<file path="config.mk">
export PLATFORM = sky130hd
export DESIGN_NAME = sesm_top
export DESIGN_NICKNAME = d
export VERILOG_FILES = /design/src/pkg/sesm_pkg.sv /design/src/verilog/sesm_fifo.sv /design/src/verilog/sesm_top.sv
export SDC_FILE = /design/constraint.sdc
export NUM_CORES = 2
export LEC_CHECK = 0
export ABC_AREA = 1
export BUFFER_PORTS_ARGS = -buffer_cell sky130_fd_sc_hd__buf_2
export CAP_MARGIN = 30
export CORE_UTILIZATION = 60
export DETAILED_ROUTE_END_ITERATION = 8
export PLACE_DENSITY = 0.77
export SLEW_MARGIN = 10
export SYNTH_ARGS = -nofsm -noshare
export SYNTH_HDL_FRONTEND = slang
export SYNTH_SLANG_ARGS = --single-unit
</file>
<file path="constraint.sdc">
create_clock -name CLOCK -period 4.4 [get_ports CLOCK]
set_input_delay 0.44 -clock CLOCK [delete_from_list [all_inputs] [get_ports CLOCK]]
set_output_delay 0.44 -clock CLOCK [all_outputs]
set_load 0.02 [all_outputs]
</file>
<file path="src/pkg/sesm_pkg.sv">
// Constants, layouts and types of the status reporting block.
// Assumes a single clock domain and a synchronous reset.

package sesm_pkg;

	// ----------------------------------------
	// Register byte addresses
	// ----------------------------------------
	localparam logic [7:0] ADDR_CTRL   = 8'h00;
	localparam logic [7:0] ADDR_STB    = 8'h04;
	localparam logic [7:0] ADDR_SPOLL  = 8'h08;
	localparam logic [7:0] ADDR_SRE    = 8'h0C;
	localparam logic [7:0] ADDR_ERRQ   = 8'h10;
	localparam logic [7:0] ADDR_OUTQ   = 8'h14;
	localparam logic [7:0] ADDR_QSTAT  = 8'h18;
	localparam logic [7:0] ADDR_CHAIN0 = 8'h40;
	localparam logic [7:0] CHAIN_SPAN  = 8'h20;

	// Offsets inside one chain window
	localparam logic [4:0] OFS_COND   = 5'h00;
	localparam logic [4:0] OFS_SUMEV  = 5'h04;
	localparam logic [4:0] OFS_SUMEN  = 5'h08;
	localparam logic [4:0] OFS_INSTEV = 5'h0C;
	localparam logic [4:0] OFS_INSTEN = 5'h10;
	localparam logic [4:0] OFS_EV     = 5'h14;
	localparam logic [4:0] OFS_EN     = 5'h18;

	// ----------------------------------------
	// Chains and field positions
	// ----------------------------------------
	localparam int NCHAIN      = 3;
	localparam int CH_OPER     = 0;
	localparam int CH_QUES     = 1;
	localparam int CH_MEAS     = 2;
	localparam int REG_W       = 16;
	localparam int BIT_IDLE    = 10;
	localparam int BIT_SUBSUM  = 1;
	localparam int BIT_INSTSUM = 13;

	localparam int CTRL_CLS    = 0;
	localparam int CTRL_ERRCLR = 1;

	localparam int STB_MEAS = 0;
	localparam int STB_EAV  = 2;
	localparam int STB_QUES = 3;
	localparam int STB_MAV  = 4;
	localparam int STB_RQS  = 6;
	localparam int STB_OPER = 7;

	// ----------------------------------------
	// Reset values and codes
	// ----------------------------------------
	localparam logic [15:0] REG_RST      = 16'h0000;
	localparam logic [7:0]  SRE_RST      = 8'h00;
	localparam logic [15:0] ERR_NONE     = 16'h0000;
	localparam logic [15:0] ERR_OVERFLOW = 16'hFEA2;  // -350
	localparam int          ERR_DEPTH    = 64;
	localparam int          OUT_DEPTH    = 8;

	localparam logic [1:0] RESP_OKAY   = 2'h0;
	localparam logic [1:0] RESP_SLVERR = 2'h2;

	// ----------------------------------------
	// Types
	// ----------------------------------------
	typedef struct packed {
		logic [REG_W-1:0] cond;
		logic [REG_W-1:0] sum_ev;
		logic [REG_W-1:0] sum_en;
		logic [REG_W-1:0] inst_ev;
		logic [REG_W-1:0] inst_en;
		logic [REG_W-1:0] ev;
		logic [REG_W-1:0] en;
	} sesm_chain_s;

	typedef struct packed {
		logic        empty;
		logic        full;
		logic [15:0] count;
	} sesm_qstat_s;

endpackage

</file>
<file path="src/verilog/sesm_fifo.sv">
// First-in first-out store of flip-flops with optional overflow marker.
// Assumes push and pop come from logic on the same clock.
`timescale 1ns/1ps
`default_nettype none

module sesm_fifo
	import sesm_pkg::*;
#(
	parameter int             W        = 16,
	parameter int             DEPTH    = 64,
	parameter bit             OVF_EN   = 1'b0,
	parameter logic [W-1:0]   OVF_CODE = '0
) (
	// Clock and reset
	input  wire logic         clk,
	input  wire logic         srst,
	// Control
	input  wire logic         push,
	input  wire logic [W-1:0] push_data,
	input  wire logic         pop,
	input  wire logic         clear,
	// State
	output logic [W-1:0]      head,
	output sesm_qstat_s       stat
);
	localparam int AW = (DEPTH > 1) ? $clog2(DEPTH) : 1;
	localparam int CW = $clog2(DEPTH + 1);
	localparam logic [AW-1:0] LAST  = AW'(DEPTH - 1);
	localparam logic [CW-1:0] FULLC = CW'(DEPTH);

	logic [W-1:0]  mem_q [DEPTH];
	logic [AW-1:0] wr_q;
	logic [AW-1:0] rd_q;
	logic [CW-1:0] count_q;
	logic          do_push;
	logic          do_pop;

	// ----------------------------------------
	// Flow control
	// ----------------------------------------
	// A full store drops the new item so older entries survive
	assign do_push = push && (count_q != FULLC) && !clear;
	assign do_pop  = pop && (count_q != '0) && !clear;

	always_ff @(posedge clk) begin
		if (do_push) begin
			if (OVF_EN && (count_q == FULLC - CW'(1))) begin
				mem_q[wr_q] <= OVF_CODE;
			end else begin
				mem_q[wr_q] <= push_data;
			end
		end
	end

	always_ff @(posedge clk) begin
		if (srst || clear) begin
			wr_q <= '0;
			rd_q <= '0;
		end else begin
			if (do_push) begin
				wr_q <= (wr_q == LAST) ? '0 : wr_q + AW'(1);
			end
			if (do_pop) begin
				rd_q <= (rd_q == LAST) ? '0 : rd_q + AW'(1);
			end
		end
	end

	always_ff @(posedge clk) begin
		if (srst || clear) begin
			count_q <= '0;
		end else if (do_push && !do_pop) begin
			count_q <= count_q + CW'(1);
		end else if (do_pop && !do_push) begin
			count_q <= count_q - CW'(1);
		end
	end

	// Empty store answers with a zero entry
	assign head       = (count_q != '0) ? mem_q[rd_q] : '0;
	assign stat.empty = (count_q == '0);
	assign stat.full  = (count_q == FULLC);
	assign stat.count = 16'(count_q);

endmodule

`default_nettype wire

</file>
<file path="src/verilog/sesm_top.sv">
// Status reporting block: event chains, status byte, service request, queues.
// Assumes an AXI4-Lite master on CLOCK and condition sources on the same clock.
`timescale 1ns/1ps
`default_nettype none

module sesm_top
	import sesm_pkg::*;
#(
	parameter int ERR_DEPTH_P = ERR_DEPTH,
	parameter int OUT_DEPTH_P = OUT_DEPTH
) (
	// Clock and reset
	input  wire logic              CLOCK,
	input  wire logic              SRST,
	// AXI4-Lite write address and data
	input  wire logic [7:0]        AWADDR,
	input  wire logic              AWVALID,
	output logic                   AWREADY,
	input  wire logic [31:0]       WDATA,
	input  wire logic [3:0]        WSTRB,
	input  wire logic              WVALID,
	output logic                   WREADY,
	// AXI4-Lite write response
	output logic [1:0]             BRESP,
	output logic                   BVALID,
	input  wire logic              BREADY,
	// AXI4-Lite read
	input  wire logic [7:0]        ARADDR,
	input  wire logic              ARVALID,
	output logic                   ARREADY,
	output logic [31:0]            RDATA,
	output logic [1:0]             RRESP,
	output logic                   RVALID,
	input  wire logic              RREADY,
	// Live instrument conditions
	input  wire logic [REG_W-1:0]  OPER_COND,
	input  wire logic [REG_W-1:0]  QUES_COND,
	input  wire logic [REG_W-1:0]  MEAS_COND,
	input  wire logic              INST_IDLE,
	// Queue sources
	input  wire logic              ERR_PUSH,
	input  wire logic signed [15:0] ERR_CODE,
	input  wire logic              OQ_PUSH,
	input  wire logic [31:0]       OQ_DATA,
	// Status outputs
	output logic [7:0]             STATUS_BYTE,
	output logic                   SRQ
);

	// ----------------------------------------
	// Declarations
	// ----------------------------------------
	sesm_chain_s      ch_q [NCHAIN];
	logic [REG_W-1:0] raw_cond [NCHAIN];
	logic [NCHAIN-1:0] chain_sum;

	logic        aw_have_q;
	logic        w_have_q;
	logic [7:0]  aw_addr_q;
	logic [31:0] w_data_q;
	logic [3:0]  w_strb_q;
	logic        wr_fire;
	logic        rd_fire;
	logic        wr_hit;
	logic        rd_hit;
	logic [31:0] rd_word;

	logic [7:0]  sre_q;
	logic        rqs_q;
	logic [7:0]  stb_bits;
	logic [7:0]  stb_en_q;
	logic        mss;
	logic        cls;
	logic        err_clr;
	logic        err_pop;
	logic        oq_pop;
	logic        spoll;

	logic [15:0] err_head;
	logic [31:0] oq_head;
	sesm_qstat_s err_stat;
	sesm_qstat_s oq_stat;

	logic [1:0]  chain_idx;
	logic [4:0]  chain_ofs;
	logic        chain_sel;

	// ----------------------------------------
	// Address decode
	// ----------------------------------------
	function automatic logic in_chain(input logic [7:0] a);
		logic [7:0] top;
		top = ADDR_CHAIN0 + 8'(NCHAIN) * CHAIN_SPAN;
		in_chain = (a >= ADDR_CHAIN0) && (a < top) && (a[1:0] == 2'h0);
	endfunction

	function automatic logic chain_ofs_ok(input logic [4:0] o);
		chain_ofs_ok = (o <= OFS_EN) && (o[1:0] == 2'h0) && (o[4:2] != 3'h7);
	endfunction

	function automatic logic hit(input logic [7:0] a);
		logic [7:0] rel;
		rel = a - ADDR_CHAIN0;
		hit = (a == ADDR_CTRL) || (a == ADDR_STB) || (a == ADDR_SPOLL) || (a == ADDR_SRE) ||
		      (a == ADDR_ERRQ) || (a == ADDR_OUTQ) || (a == ADDR_QSTAT) ||
		      (in_chain(a) && chain_ofs_ok(rel[4:0]));
	endfunction

	// ----------------------------------------
	// Write channel
	// ----------------------------------------
	// Address and data are taken in either order, then answered together
	assign wr_fire = aw_have_q && w_have_q && !BVALID;
	assign wr_hit  = hit(aw_addr_q);

	always_ff @(posedge CLOCK) begin
		if (SRST) begin
			AWREADY   <= 1'b1;
			aw_have_q <= 1'b0;
			aw_addr_q <= 8'h00;
		end else if (AWVALID && AWREADY) begin
			AWREADY   <= 1'b0;
			aw_have_q <= 1'b1;
			aw_addr_q <= AWADDR;
		end else if (BVALID && BREADY) begin
			AWREADY   <= 1'b1;
		end else if (wr_fire) begin
			aw_have_q <= 1'b0;
		end
	end

	always_ff @(posedge CLOCK) begin
		if (SRST) begin
			WREADY   <= 1'b1;
			w_have_q <= 1'b0;
			w_data_q <= 32'h00000000;
			w_strb_q <= 4'h0;
		end else if (WVALID && WREADY) begin
			WREADY   <= 1'b0;
			w_have_q <= 1'b1;
			w_data_q <= WDATA;
			w_strb_q <= WSTRB;
		end else if (BVALID && BREADY) begin
			WREADY   <= 1'b1;
		end else if (wr_fire) begin
			w_have_q <= 1'b0;
		end
	end

	always_ff @(posedge CLOCK) begin
		if (SRST) begin
			BVALID <= 1'b0;
			BRESP  <= RESP_OKAY;
		end else if (wr_fire) begin
			BVALID <= 1'b1;
			BRESP  <= wr_hit ? RESP_OKAY : RESP_SLVERR;
		end else if (BREADY) begin
			BVALID <= 1'b0;
		end
	end

	// Command strobes only come from the low byte
	assign cls     = wr_fire && (aw_addr_q == ADDR_CTRL) && w_strb_q[0] && w_data_q[CTRL_CLS];
	assign err_clr = wr_fire && (aw_addr_q == ADDR_CTRL) && w_strb_q[0] && w_data_q[CTRL_ERRCLR];

	// ----------------------------------------
	// Read channel
	// ----------------------------------------
	// Side effects of a read happen once, at the address handshake
	assign rd_fire = ARVALID && ARREADY;
	assign rd_hit  = hit(ARADDR);
	assign spoll   = rd_fire && (ARADDR == ADDR_SPOLL);
	assign err_pop = rd_fire && (ARADDR == ADDR_ERRQ);
	assign oq_pop  = rd_fire && (ARADDR == ADDR_OUTQ);

	always_comb begin
		logic [7:0] rel;
		rel       = ARADDR - ADDR_CHAIN0;
		chain_idx = rel[6:5];
		chain_ofs = rel[4:0];
		chain_sel = in_chain(ARADDR);
		rd_word   = 32'h00000000;
		if (chain_sel) begin
			unique case (chain_ofs)
				OFS_COND:   rd_word[REG_W-1:0] = ch_q[chain_idx].cond;
				OFS_SUMEV:  rd_word[REG_W-1:0] = ch_q[chain_idx].sum_ev;
				OFS_SUMEN:  rd_word[REG_W-1:0] = ch_q[chain_idx].sum_en;
				OFS_INSTEV: rd_word[REG_W-1:0] = ch_q[chain_idx].inst_ev;
				OFS_INSTEN: rd_word[REG_W-1:0] = ch_q[chain_idx].inst_en;
				OFS_EV:     rd_word[REG_W-1:0] = ch_q[chain_idx].ev;
				OFS_EN:     rd_word[REG_W-1:0] = ch_q[chain_idx].en;
				default:    rd_word = 32'h00000000;
			endcase
		end else begin
			unique case (ARADDR)
				ADDR_STB:   rd_word[7:0] = {stb_bits[7], mss, stb_bits[5:0]};
				ADDR_SPOLL: rd_word[7:0] = {stb_bits[7], rqs_q, stb_bits[5:0]};
				ADDR_SRE:   rd_word[7:0] = sre_q;
				ADDR_ERRQ:  rd_word = {{16{err_head[15]}}, err_head};
				ADDR_OUTQ:  rd_word = oq_head;
				ADDR_QSTAT: rd_word = {oq_stat.count, err_stat.count};
				default:    rd_word = 32'h00000000;
			endcase
		end
	end

	always_ff @(posedge CLOCK) begin
		if (SRST) begin
			ARREADY <= 1'b1;
			RVALID  <= 1'b0;
			RDATA   <= 32'h00000000;
			RRESP   <= RESP_OKAY;
		end else if (rd_fire) begin
			ARREADY <= 1'b0;
			RVALID  <= 1'b1;
			RDATA   <= rd_word;
			RRESP   <= rd_hit ? RESP_OKAY : RESP_SLVERR;
		end else if (RVALID && RREADY) begin
			ARREADY <= 1'b1;
			RVALID  <= 1'b0;
		end
	end

	// ----------------------------------------
	// Event chains
	// ----------------------------------------
	assign raw_cond[CH_OPER] = {OPER_COND[REG_W-1:BIT_IDLE+1], INST_IDLE, OPER_COND[BIT_IDLE-1:0]};
	assign raw_cond[CH_QUES] = QUES_COND;
	assign raw_cond[CH_MEAS] = MEAS_COND;

	for (genvar c = 0; c < NCHAIN; c++) begin : g_chain
		localparam logic [7:0] BASE = ADDR_CHAIN0 + 8'(c) * CHAIN_SPAN;

		logic [REG_W-1:0] rise;
		logic [REG_W-1:0] inst_set;
		logic [REG_W-1:0] top_set;
		logic             rd_sumev;
		logic             rd_instev;
		logic             rd_ev;
		logic             wr_here;

		assign rise      = raw_cond[c] & ~ch_q[c].cond;
		assign inst_set  = (|(ch_q[c].sum_ev & ch_q[c].sum_en)) ? REG_W'(1 << BIT_SUBSUM) : '0;
		assign top_set   = (ch_q[c].inst_ev[BIT_SUBSUM] && ch_q[c].inst_en[BIT_SUBSUM])
		                   ? REG_W'(1 << BIT_INSTSUM) : '0;
		assign rd_sumev  = rd_fire && (ARADDR == BASE + 8'(OFS_SUMEV));
		assign rd_instev = rd_fire && (ARADDR == BASE + 8'(OFS_INSTEV));
		assign rd_ev     = rd_fire && (ARADDR == BASE + 8'(OFS_EV));
		assign wr_here   = wr_fire && w_strb_q[0] && w_strb_q[1];

		// Conditions are sampled every cycle, never held
		always_ff @(posedge CLOCK) begin
			if (SRST) begin
				ch_q[c].cond <= REG_RST;
			end else begin
				ch_q[c].cond <= raw_cond[c];
			end
		end

		// A new event in the clearing cycle is kept; clear-status also cuts the summary from below
		always_ff @(posedge CLOCK) begin
			if (SRST) begin
				ch_q[c].sum_ev  <= REG_RST;
				ch_q[c].inst_ev <= REG_RST;
				ch_q[c].ev      <= REG_RST;
			end else begin
				ch_q[c].sum_ev  <= ((rd_sumev || cls) ? REG_RST : ch_q[c].sum_ev) | rise;
				ch_q[c].inst_ev <= ((rd_instev || cls) ? REG_RST : ch_q[c].inst_ev) | (cls ? REG_RST : inst_set);
				ch_q[c].ev      <= ((rd_ev || cls) ? REG_RST : ch_q[c].ev) | (cls ? REG_RST : top_set);
			end
		end

		always_ff @(posedge CLOCK) begin
			if (SRST) begin
				ch_q[c].sum_en  <= REG_RST;
				ch_q[c].inst_en <= REG_RST;
				ch_q[c].en      <= REG_RST;
			end else if (wr_here) begin
				if (aw_addr_q == BASE + 8'(OFS_SUMEN)) begin
					ch_q[c].sum_en <= w_data_q[REG_W-1:0];
				end
				if (aw_addr_q == BASE + 8'(OFS_INSTEN)) begin
					ch_q[c].inst_en <= w_data_q[REG_W-1:0];
				end
				if (aw_addr_q == BASE + 8'(OFS_EN)) begin
					ch_q[c].en <= w_data_q[REG_W-1:0];
				end
			end
		end

		assign chain_sum[c] = |(ch_q[c].ev & ch_q[c].en);
	end

	// ----------------------------------------
	// Queues
	// ----------------------------------------
	sesm_fifo #(
		.W        (16),
		.DEPTH    (ERR_DEPTH_P),
		.OVF_EN   (1'b1),
		.OVF_CODE (ERR_OVERFLOW)
	) u_err_q (
		.clk       (CLOCK),
		.srst      (SRST),
		.push      (ERR_PUSH),
		.push_data (ERR_CODE),
		.pop       (err_pop),
		.clear     (cls || err_clr),
		.head      (err_head),
		.stat      (err_stat)
	);

	// No overflow marker here: a full output queue simply drops replies
	sesm_fifo #(
		.W        (32),
		.DEPTH    (OUT_DEPTH_P),
		.OVF_EN   (1'b0),
		.OVF_CODE (32'h00000000)
	) u_out_q (
		.clk       (CLOCK),
		.srst      (SRST),
		.push      (OQ_PUSH),
		.push_data (OQ_DATA),
		.pop       (oq_pop),
		.clear     (1'b0),
		.head      (oq_head),
		.stat      (oq_stat)
	);

	// ----------------------------------------
	// Status byte and service request
	// ----------------------------------------
	always_comb begin
		stb_bits           = 8'h00;
		stb_bits[STB_MEAS] = chain_sum[CH_MEAS];
		stb_bits[STB_EAV]  = !err_stat.empty;
		stb_bits[STB_QUES] = chain_sum[CH_QUES];
		stb_bits[STB_MAV]  = !oq_stat.empty;
		stb_bits[STB_OPER] = chain_sum[CH_OPER];
	end

	// Bit 6 of the enable register has no meaning and is never enabled
	assign mss = |(stb_bits & sre_q & ~8'h40);

	always_ff @(posedge CLOCK) begin
		if (SRST) begin
			sre_q <= SRE_RST;
		end else if (wr_fire && (aw_addr_q == ADDR_SRE) && w_strb_q[0]) begin
			sre_q <= w_data_q[7:0] & ~8'h40;
		end
	end

	always_ff @(posedge CLOCK) begin
		if (SRST) begin
			stb_en_q <= 8'h00;
		end else begin
			stb_en_q <= stb_bits & sre_q;
		end
	end

	// A rising enabled bit in the poll cycle still requests service
	always_ff @(posedge CLOCK) begin
		if (SRST) begin
			rqs_q <= 1'b0;
		end else if (|(stb_bits & sre_q & ~stb_en_q)) begin
			rqs_q <= 1'b1;
		end else if (spoll) begin
			rqs_q <= 1'b0;
		end
	end

	always_ff @(posedge CLOCK) begin
		if (SRST) begin
			STATUS_BYTE <= 8'h00;
			SRQ         <= 1'b0;
		end else begin
			STATUS_BYTE <= {stb_bits[7], rqs_q, stb_bits[5:0]};
			SRQ         <= rqs_q;
		end
	end

endmodule

`default_nettype wire

</file>
Yosys cells after proc, flatten, opt, wreduce, memory -nomap -nowiden --
Memories as Yosys holds them, arrays and structs flattened. A register that Yosys moved wholly into a read port is not among the register bits. Cells that the tools add are included.
Storage, ports and cells: memories kept 3, bits in registers 123, logic and storage cells 375, bits in writable memories 1616
Memory list:
- u_err_q.mem_q | depth 64, bits a word 16, read ports 1, clocked after Yosys merged registers in 1, wr ports 1, line sesm_fifo.sv:31 | logic [W-1:0] mem_q [DEPTH];
- ch_q | depth 3, bits a word 112, read ports 4, clocked after Yosys merged registers in 0, wr ports 3, line sesm_top.sv:53 | sesm_chain_s ch_q [NCHAIN];
- u_out_q.mem_q | depth 8, bits a word 32, read ports 1, clocked after Yosys merged registers in 1, wr ports 1, line sesm_fifo.sv:31
Operators by class: muxes and demuxes 125, bitwise gates (word level) 46, order comparisons 6, add/sub/neg operators 10, reduce and logical (&&, ||, !) cells 113, equality and inequality tests 47
Operators by type and width (number):
- two-way mux 16 bit | 32
- AND 16 bit | 9
- one-hot mux 16 bit (7 select lines) | 1
- == test 8 x 7 -> 1 bit (second input constant) | 12
- OR reduction 16 bit | 6
- two-way mux 14 bit | 6
- one-hot mux 24 bit (3 select lines) | 1
- two-way mux 32 bit | 2
- two-way mux 1 bit | 62
- logical AND 1 bit | 50
- == test 8 x 5 -> 1 bit (second input constant) | 6
- == test 8 bit (second input constant) | 6
- inverter 16 bit | 3
- bitwise OR 16 x 14 -> 16 bit | 3
- bitwise OR 16 bit | 3
- bitwise OR 16 x 2 -> 16 bit | 3
- one-hot mux 8 bit (6 select lines) | 1
- == test 8 x 4 -> 1 bit (second input constant) | 4
- logical OR 1 bit | 25
- two-way mux 6 bit | 4
- bitwise OR 1 bit | 22
- nonzero test 2 bit | 9
- AND 8 bit | 2
- == test 8 x 3 -> 1 bit (second input constant) | 2
- 38 further kinds | 73

Logic depth before layout (Yosys ltp) --
word-level depth 12, depth in mapped cells 19

Hierarchy --
A second synthesis with hierarchy kept.
Second synthesis, totals: cell total of the unflattened synthesis 6739, area, all modules 69987.1 um^2
By module, submodules not included:
- sesm_fifo at u_err_q | times used 1, area each 43078.8 um^2, cells each 3694, seq. area each 31250.0 um^2
- sesm_top | times used 1, area each 15253.4 um^2, cells each 1879, seq. area each 8087.8 um^2
- sesm_fifo at u_out_q | times used 1, area each 11654.9 um^2, cells each 1166, seq. area each 7947.6 um^2

Worst setup path after synthesis --
OpenSTA, ideal clock, no wires.
kind register -> register, start point reg BVALID, end point mem u_err_q.mem_q[0][0] (data pin), data required time 3.901 ns, arrival 2.876 ns, setup time 0.499 ns, stages on the path, launching flop included 10, setup slack 1.025 ns, cell sequence dfxtp_1 -> inv_1 -> nand3_1 -> nor3_1 -> nand2_1 -> a21oi_1 -> nor2_1 -> o21ai_0 -> buf_2 -> nor2_1
Between the ends: word-level cells in the longest chain between the ends 11
Ends and longest elaborated chain:
- start, declared | line sesm_top.sv:25 | output logic BVALID,
- start signal, assigned | line sesm_top.sv:152 | BVALID <= 1'b0;
- start signal, assigned | line sesm_top.sv:155 | BVALID <= 1'b1;
- start signal, assigned | line sesm_top.sv:158 | BVALID <= 1'b0;
- zero test 1 bit (*) | line sesm_top.sv:113 | assign wr_fire = aw_have_q && w_have_q && !BVALID;
- logical AND 1 bit (*) | line sesm_top.sv:113
- logical AND 1 bit (*) (2 in series) | line sesm_top.sv:163, sesm_top.sv:164
- logical AND 1 bit, on equally long branches | line sesm_top.sv:163, sesm_top.sv:164
- logical OR 1 bit (*) | line sesm_top.sv:308 | .clear (cls || err_clr),
- zero test 1 bit (*) | line sesm_fifo.sv:42 | assign do_push = push && (count_q != FULLC) && !clear;
- logical AND 1 bit (*) | line sesm_fifo.sv:42
- two-way mux 1 bit (*) | line sesm_fifo.sv:46 | if (do_push) begin
- two-way mux 1 bit (implied by the code) (*) | line sesm_fifo.sv:50 | mem_q[wr_q] <= push_data;
- two-way mux 16 bit (no line) (*)
- end, declared | line sesm_fifo.sv:31
Every way passes the cells marked *; elsewhere a longest branch is shown, timed or not.

Worst setup path after layout --
start point reg BVALID, end point mem u_err_q.mem_q[108][12], in the netlist u_err_q.mem_q[54][12] (data pin)
Same word-level chain as after synthesis.

==> results by group <==
Status
  – Status: complete, but fails checks
  – Failing checks: design-rule violations

Critical path
  – WS Path Type: reg -> reg
  – CP startpoint: BVALID
  – Flop2flop setup slack: between 900 and 1000 ps
  – Startpoint type of the worst setup path: flop
  – FF-to-FF path depth: 12
  – Worst path required time: 4990 ps
  – Worst Setup EP: u_err_q.mem_q[54][12]
  – R2r startpoint: BVALID
  – CP endpoint kind: flop
  – Max Fanout on Critical Path: 44
  – R2R Path End: u_err_q.mem_q[54][12]
  – CP arrival: approximately 4000 ps

Clocking
  – Clock buffer count from CTS: 162
  – Hold-fix buffers, CTS: 107
  – Clk_lat worst skew: 790 ps
  – Clock Path Buffers: 3
  – CTS Sinks: between 1,500 and 2,000
  – H-tree depth: 4
  – Setup bufs post-CTS: 0
  – Reg clk slew, reported paths: 60 ps
  – Buffer type at the clock tree root: clkbuf_16
  – CTS tree: built
  – Post-cts repair resize count: 0

Global route
  – Vias in the first global route: 46,500
  – GR Overflow Total: 0
  – Initial antenna violation count: 3
  – All-Layer GR Usage: 0.315
  – First-pass GRT wire length: 274 mm
  – Largest net degree at the start of global routing: 181

Final layout
  – Syn-to-layout area delta: 13.5%
  – Final net count: 6,526
  – Fin util: 0.686
  – Most common cell after layout, fill and taps aside: edfxtp_1
  – Most frequent cells in the layout: edfxtp_1, nor2_1, nand2_1, o21ai_0, nand3_1
  – Layout cells sized above 1: 0.0995

STA
  – Crit path time final: 3440 ps
  – RSZ-0062 raised after global routing: false
  – Setup_tns: 0 ps
  – Fmax: 291 MHz
  – Post-route clock period utilization: 0.782
  – Worst setup margin: 960 ps
  – Final Hold Viols: 0
  – Worst Max-Slew Pin Slew: about 1000 ps
  – Final setup fails: 0
  – Worst clock skew: 37.4 ps
  – Slew Limit Fails: 0
  – Slew headroom: 0.323

Detailed routing
  – Vias: 48,700
  – # DRC: 1
  – Initial DRC count: 7,124
  – Post-Route WL: 183 mm
  – Vias per inst: between 6 and 7
  – Drt wl/cell: between 20 and 25 um
  – Drt pass-1 iters: 9
  – DRT antenna net count: 0

Floorplan
  – Initial Util: 0.605
  – FP Rows: 123
  – Io pins: 208
  – Die area: 115,000 sq um
  – Die width: 339 um
  – CORE AREA: 112,000 sq um
  – Die Y: 339 um

Power and ir drop
  – Logic pwr share: 0.047
  – P_sw: 7.16 mW
  – Power per cell area: 422 nW/um^2
  – Leak: 27.6 nW
  – Total power: 32.5 mW
  – Sw Share: 0.220
  – Sequential group share of total power: 0.538
  – Peak supply drop: 0.408 mV
  – Int Power: between 20 and 30 mW
  – Clock Power Share: 0.416

Run
  – Max Cap Viol: 0

Logic synthesis
  – Sequential share of the synthesized area: 0.696
  – Synthesis-stage register bit count: 1,650
  – Yosys warning count: 0
  – Post-synth cell types: 50
  – Area of the mapped netlist: 67,900 sq um
  – Post-Synthesis Cells: 6,082
  – Post-synthesis average cell area: 11.2 sq um

Placement
  – # port buffers: approximately 180
  – Hpwl dp: 106 mm
  – Pre-CTS setup slack: between 1000 and 1500 ps
  – Gpl congestion: 0.933

Worst hold path
  – HP Class: in -> reg
through the flow:
stage                     hold slack (ps)  std cells  instance area (sq um)
after global placement                442       7572                  70700
after floorplan                       421       6085                  68000
after detailed placement              447       7577                  70800
final                                27.8       7986                  77100
after global routing                 89.0       7986                  77100
after CTS                            5.75       7982                  77000
power by group through the flow:
stage / registers [mW] / logic (mW) / clock network, mW
floorplan: 17.8 / 0.784 / 0
global placement: 17.8 / 1.35 / 0
detailed placement: 17.8 / 1.40 / 0
CTS: 17.5 / 1.48 / 13.6
global route: 17.5 / 1.64 / 14.1
finish: 17.5 / 1.53 / 13.5
cell families (layout without fill, tap and decap cells):
kind of cell / Yosys count / count (layout) / synth area share
and+or+nand+nor: 2418 / 2418 / 0.145
DFF: 1650 / 1650 / 0.696
AOI/OAI and AO/OA: 1136 / 1136 / 0.0978
buffers and inverters: 799 / 1198 / 0.0486
muxes: 55 / 55 / 0.00810
adders and majority gates: 18 / 18 / 0.00354
xor gates and xnor gates: 5 / 5 / 0.000645
other: 1 / 6 / 0.0000552
sequential cells by signal, summed over array words and instances, names as in the netlist, 2 cells and up, named ones only:
| signal | cells |
|---|---|
| aw_addr_q | 8 |
| u_out_q.wr_q | 3 |
| sre_q | 7 |
| u_out_q.mem_q | 256 |
| w_data_q | 16 |
| u_out_q.count_q | 4 |
| w_strb_q | 2 |
| RDATA | 32 |
| u_err_q.rd_q | 6 |
| u_err_q.wr_q | 6 |
| STATUS_BYTE | 6 |
| stb_en_q | 5 |
| u_err_q.count_q | 7 |
| ch_q | 246 |
| u_out_q.rd_q | 3 |
| u_err_q.mem_q | 1024 |
worst max-delay path, stage by stage, from the launching register on:
cell and delay, ps:
dfxtp_1 340, inv_1 70, nand3_1 160, nor3_1 300, nand2_1 170, a21oi_1 180
nor2_1 60, buf_4 200, o21ai_2 140, buf_8 230, buf_4 180, or2_2 760
buf_4 380
worst min-delay path by stage:
stage	startpoint	to	cells past startpoint
finish	WDATA[12]	w_data_q[12]	3
global route	WDATA[12]	w_data_q[12]	3
CTS	WDATA[12]	w_data_q[12]	3
detailed placement	ch_q[1][103]	ch_q[1][87]	1
global placement	rqs_q	STATUS_BYTE[6]	2
floorplan	rqs_q	STATUS_BYTE[6]	2
area by class of cell:
class                           instances  area, sq um
Clock inverter                         79          768
Antenna cell                            2         5.00
Inverter                              429         1630
Sequential cell                      1650        47300
Fill cell                            7698        35300
Multi-Input combinational cell       3636        17500
Tap cell                             1500         1880
Timing Repair Buffer                  471         3630
Clock buffer                          219         4380
cell usage after synthesis (all sizes together):
cell type	n	share of area
edfxtp	1424	0.63
nor2	1013	0.056
nand2	845	0.047
o21ai	629	0.046
nand3	507	0.037
inv	416	0.023
dfxtp	226	0.067
buf	189	0.015
clkbuf	181	0.010
o211ai	179	0.020
a21oi	164	0.012
mux2i	55	0.0081
o221ai	54	0.0070
o31ai	30	0.0033
a22o	18	0.0023
o32ai	17	0.0022
ha	16	0.0029
nor3	15	0.0013
or2	15	0.0014
clkinv	13	0.00072
nand4	12	0.0011
o22ai	12	0.0011
a31oi	9	0.00083
a211oi	7	0.00077
a22oi	4	0.00044
a41oi	4	0.00052
a221oi	3	0.00039
nand3b	3	0.00033
nor4	3	0.00037
xor2	3	0.00039
and3	2	0.00018
fa	2	0.00059
nor3b	2	0.00022
o211a	2	0.00029
o21a	2	0.00022
xnor2	2	0.00026
a21o	1	0.00011
and2	1	0.000092
conb	1	0.000055
o2111ai	1	0.00013
per-layer routing:
layer	global-route usage	share of wire	vias to the layer above
met4	0.142	0.043	0
met1	0.439	0.39	23400
met3	0.0550	0.11	458
li1	-	-	21900
met5	0	0	-
met2	0.489	0.46	2987
Power figures use the tool's default switching activity.
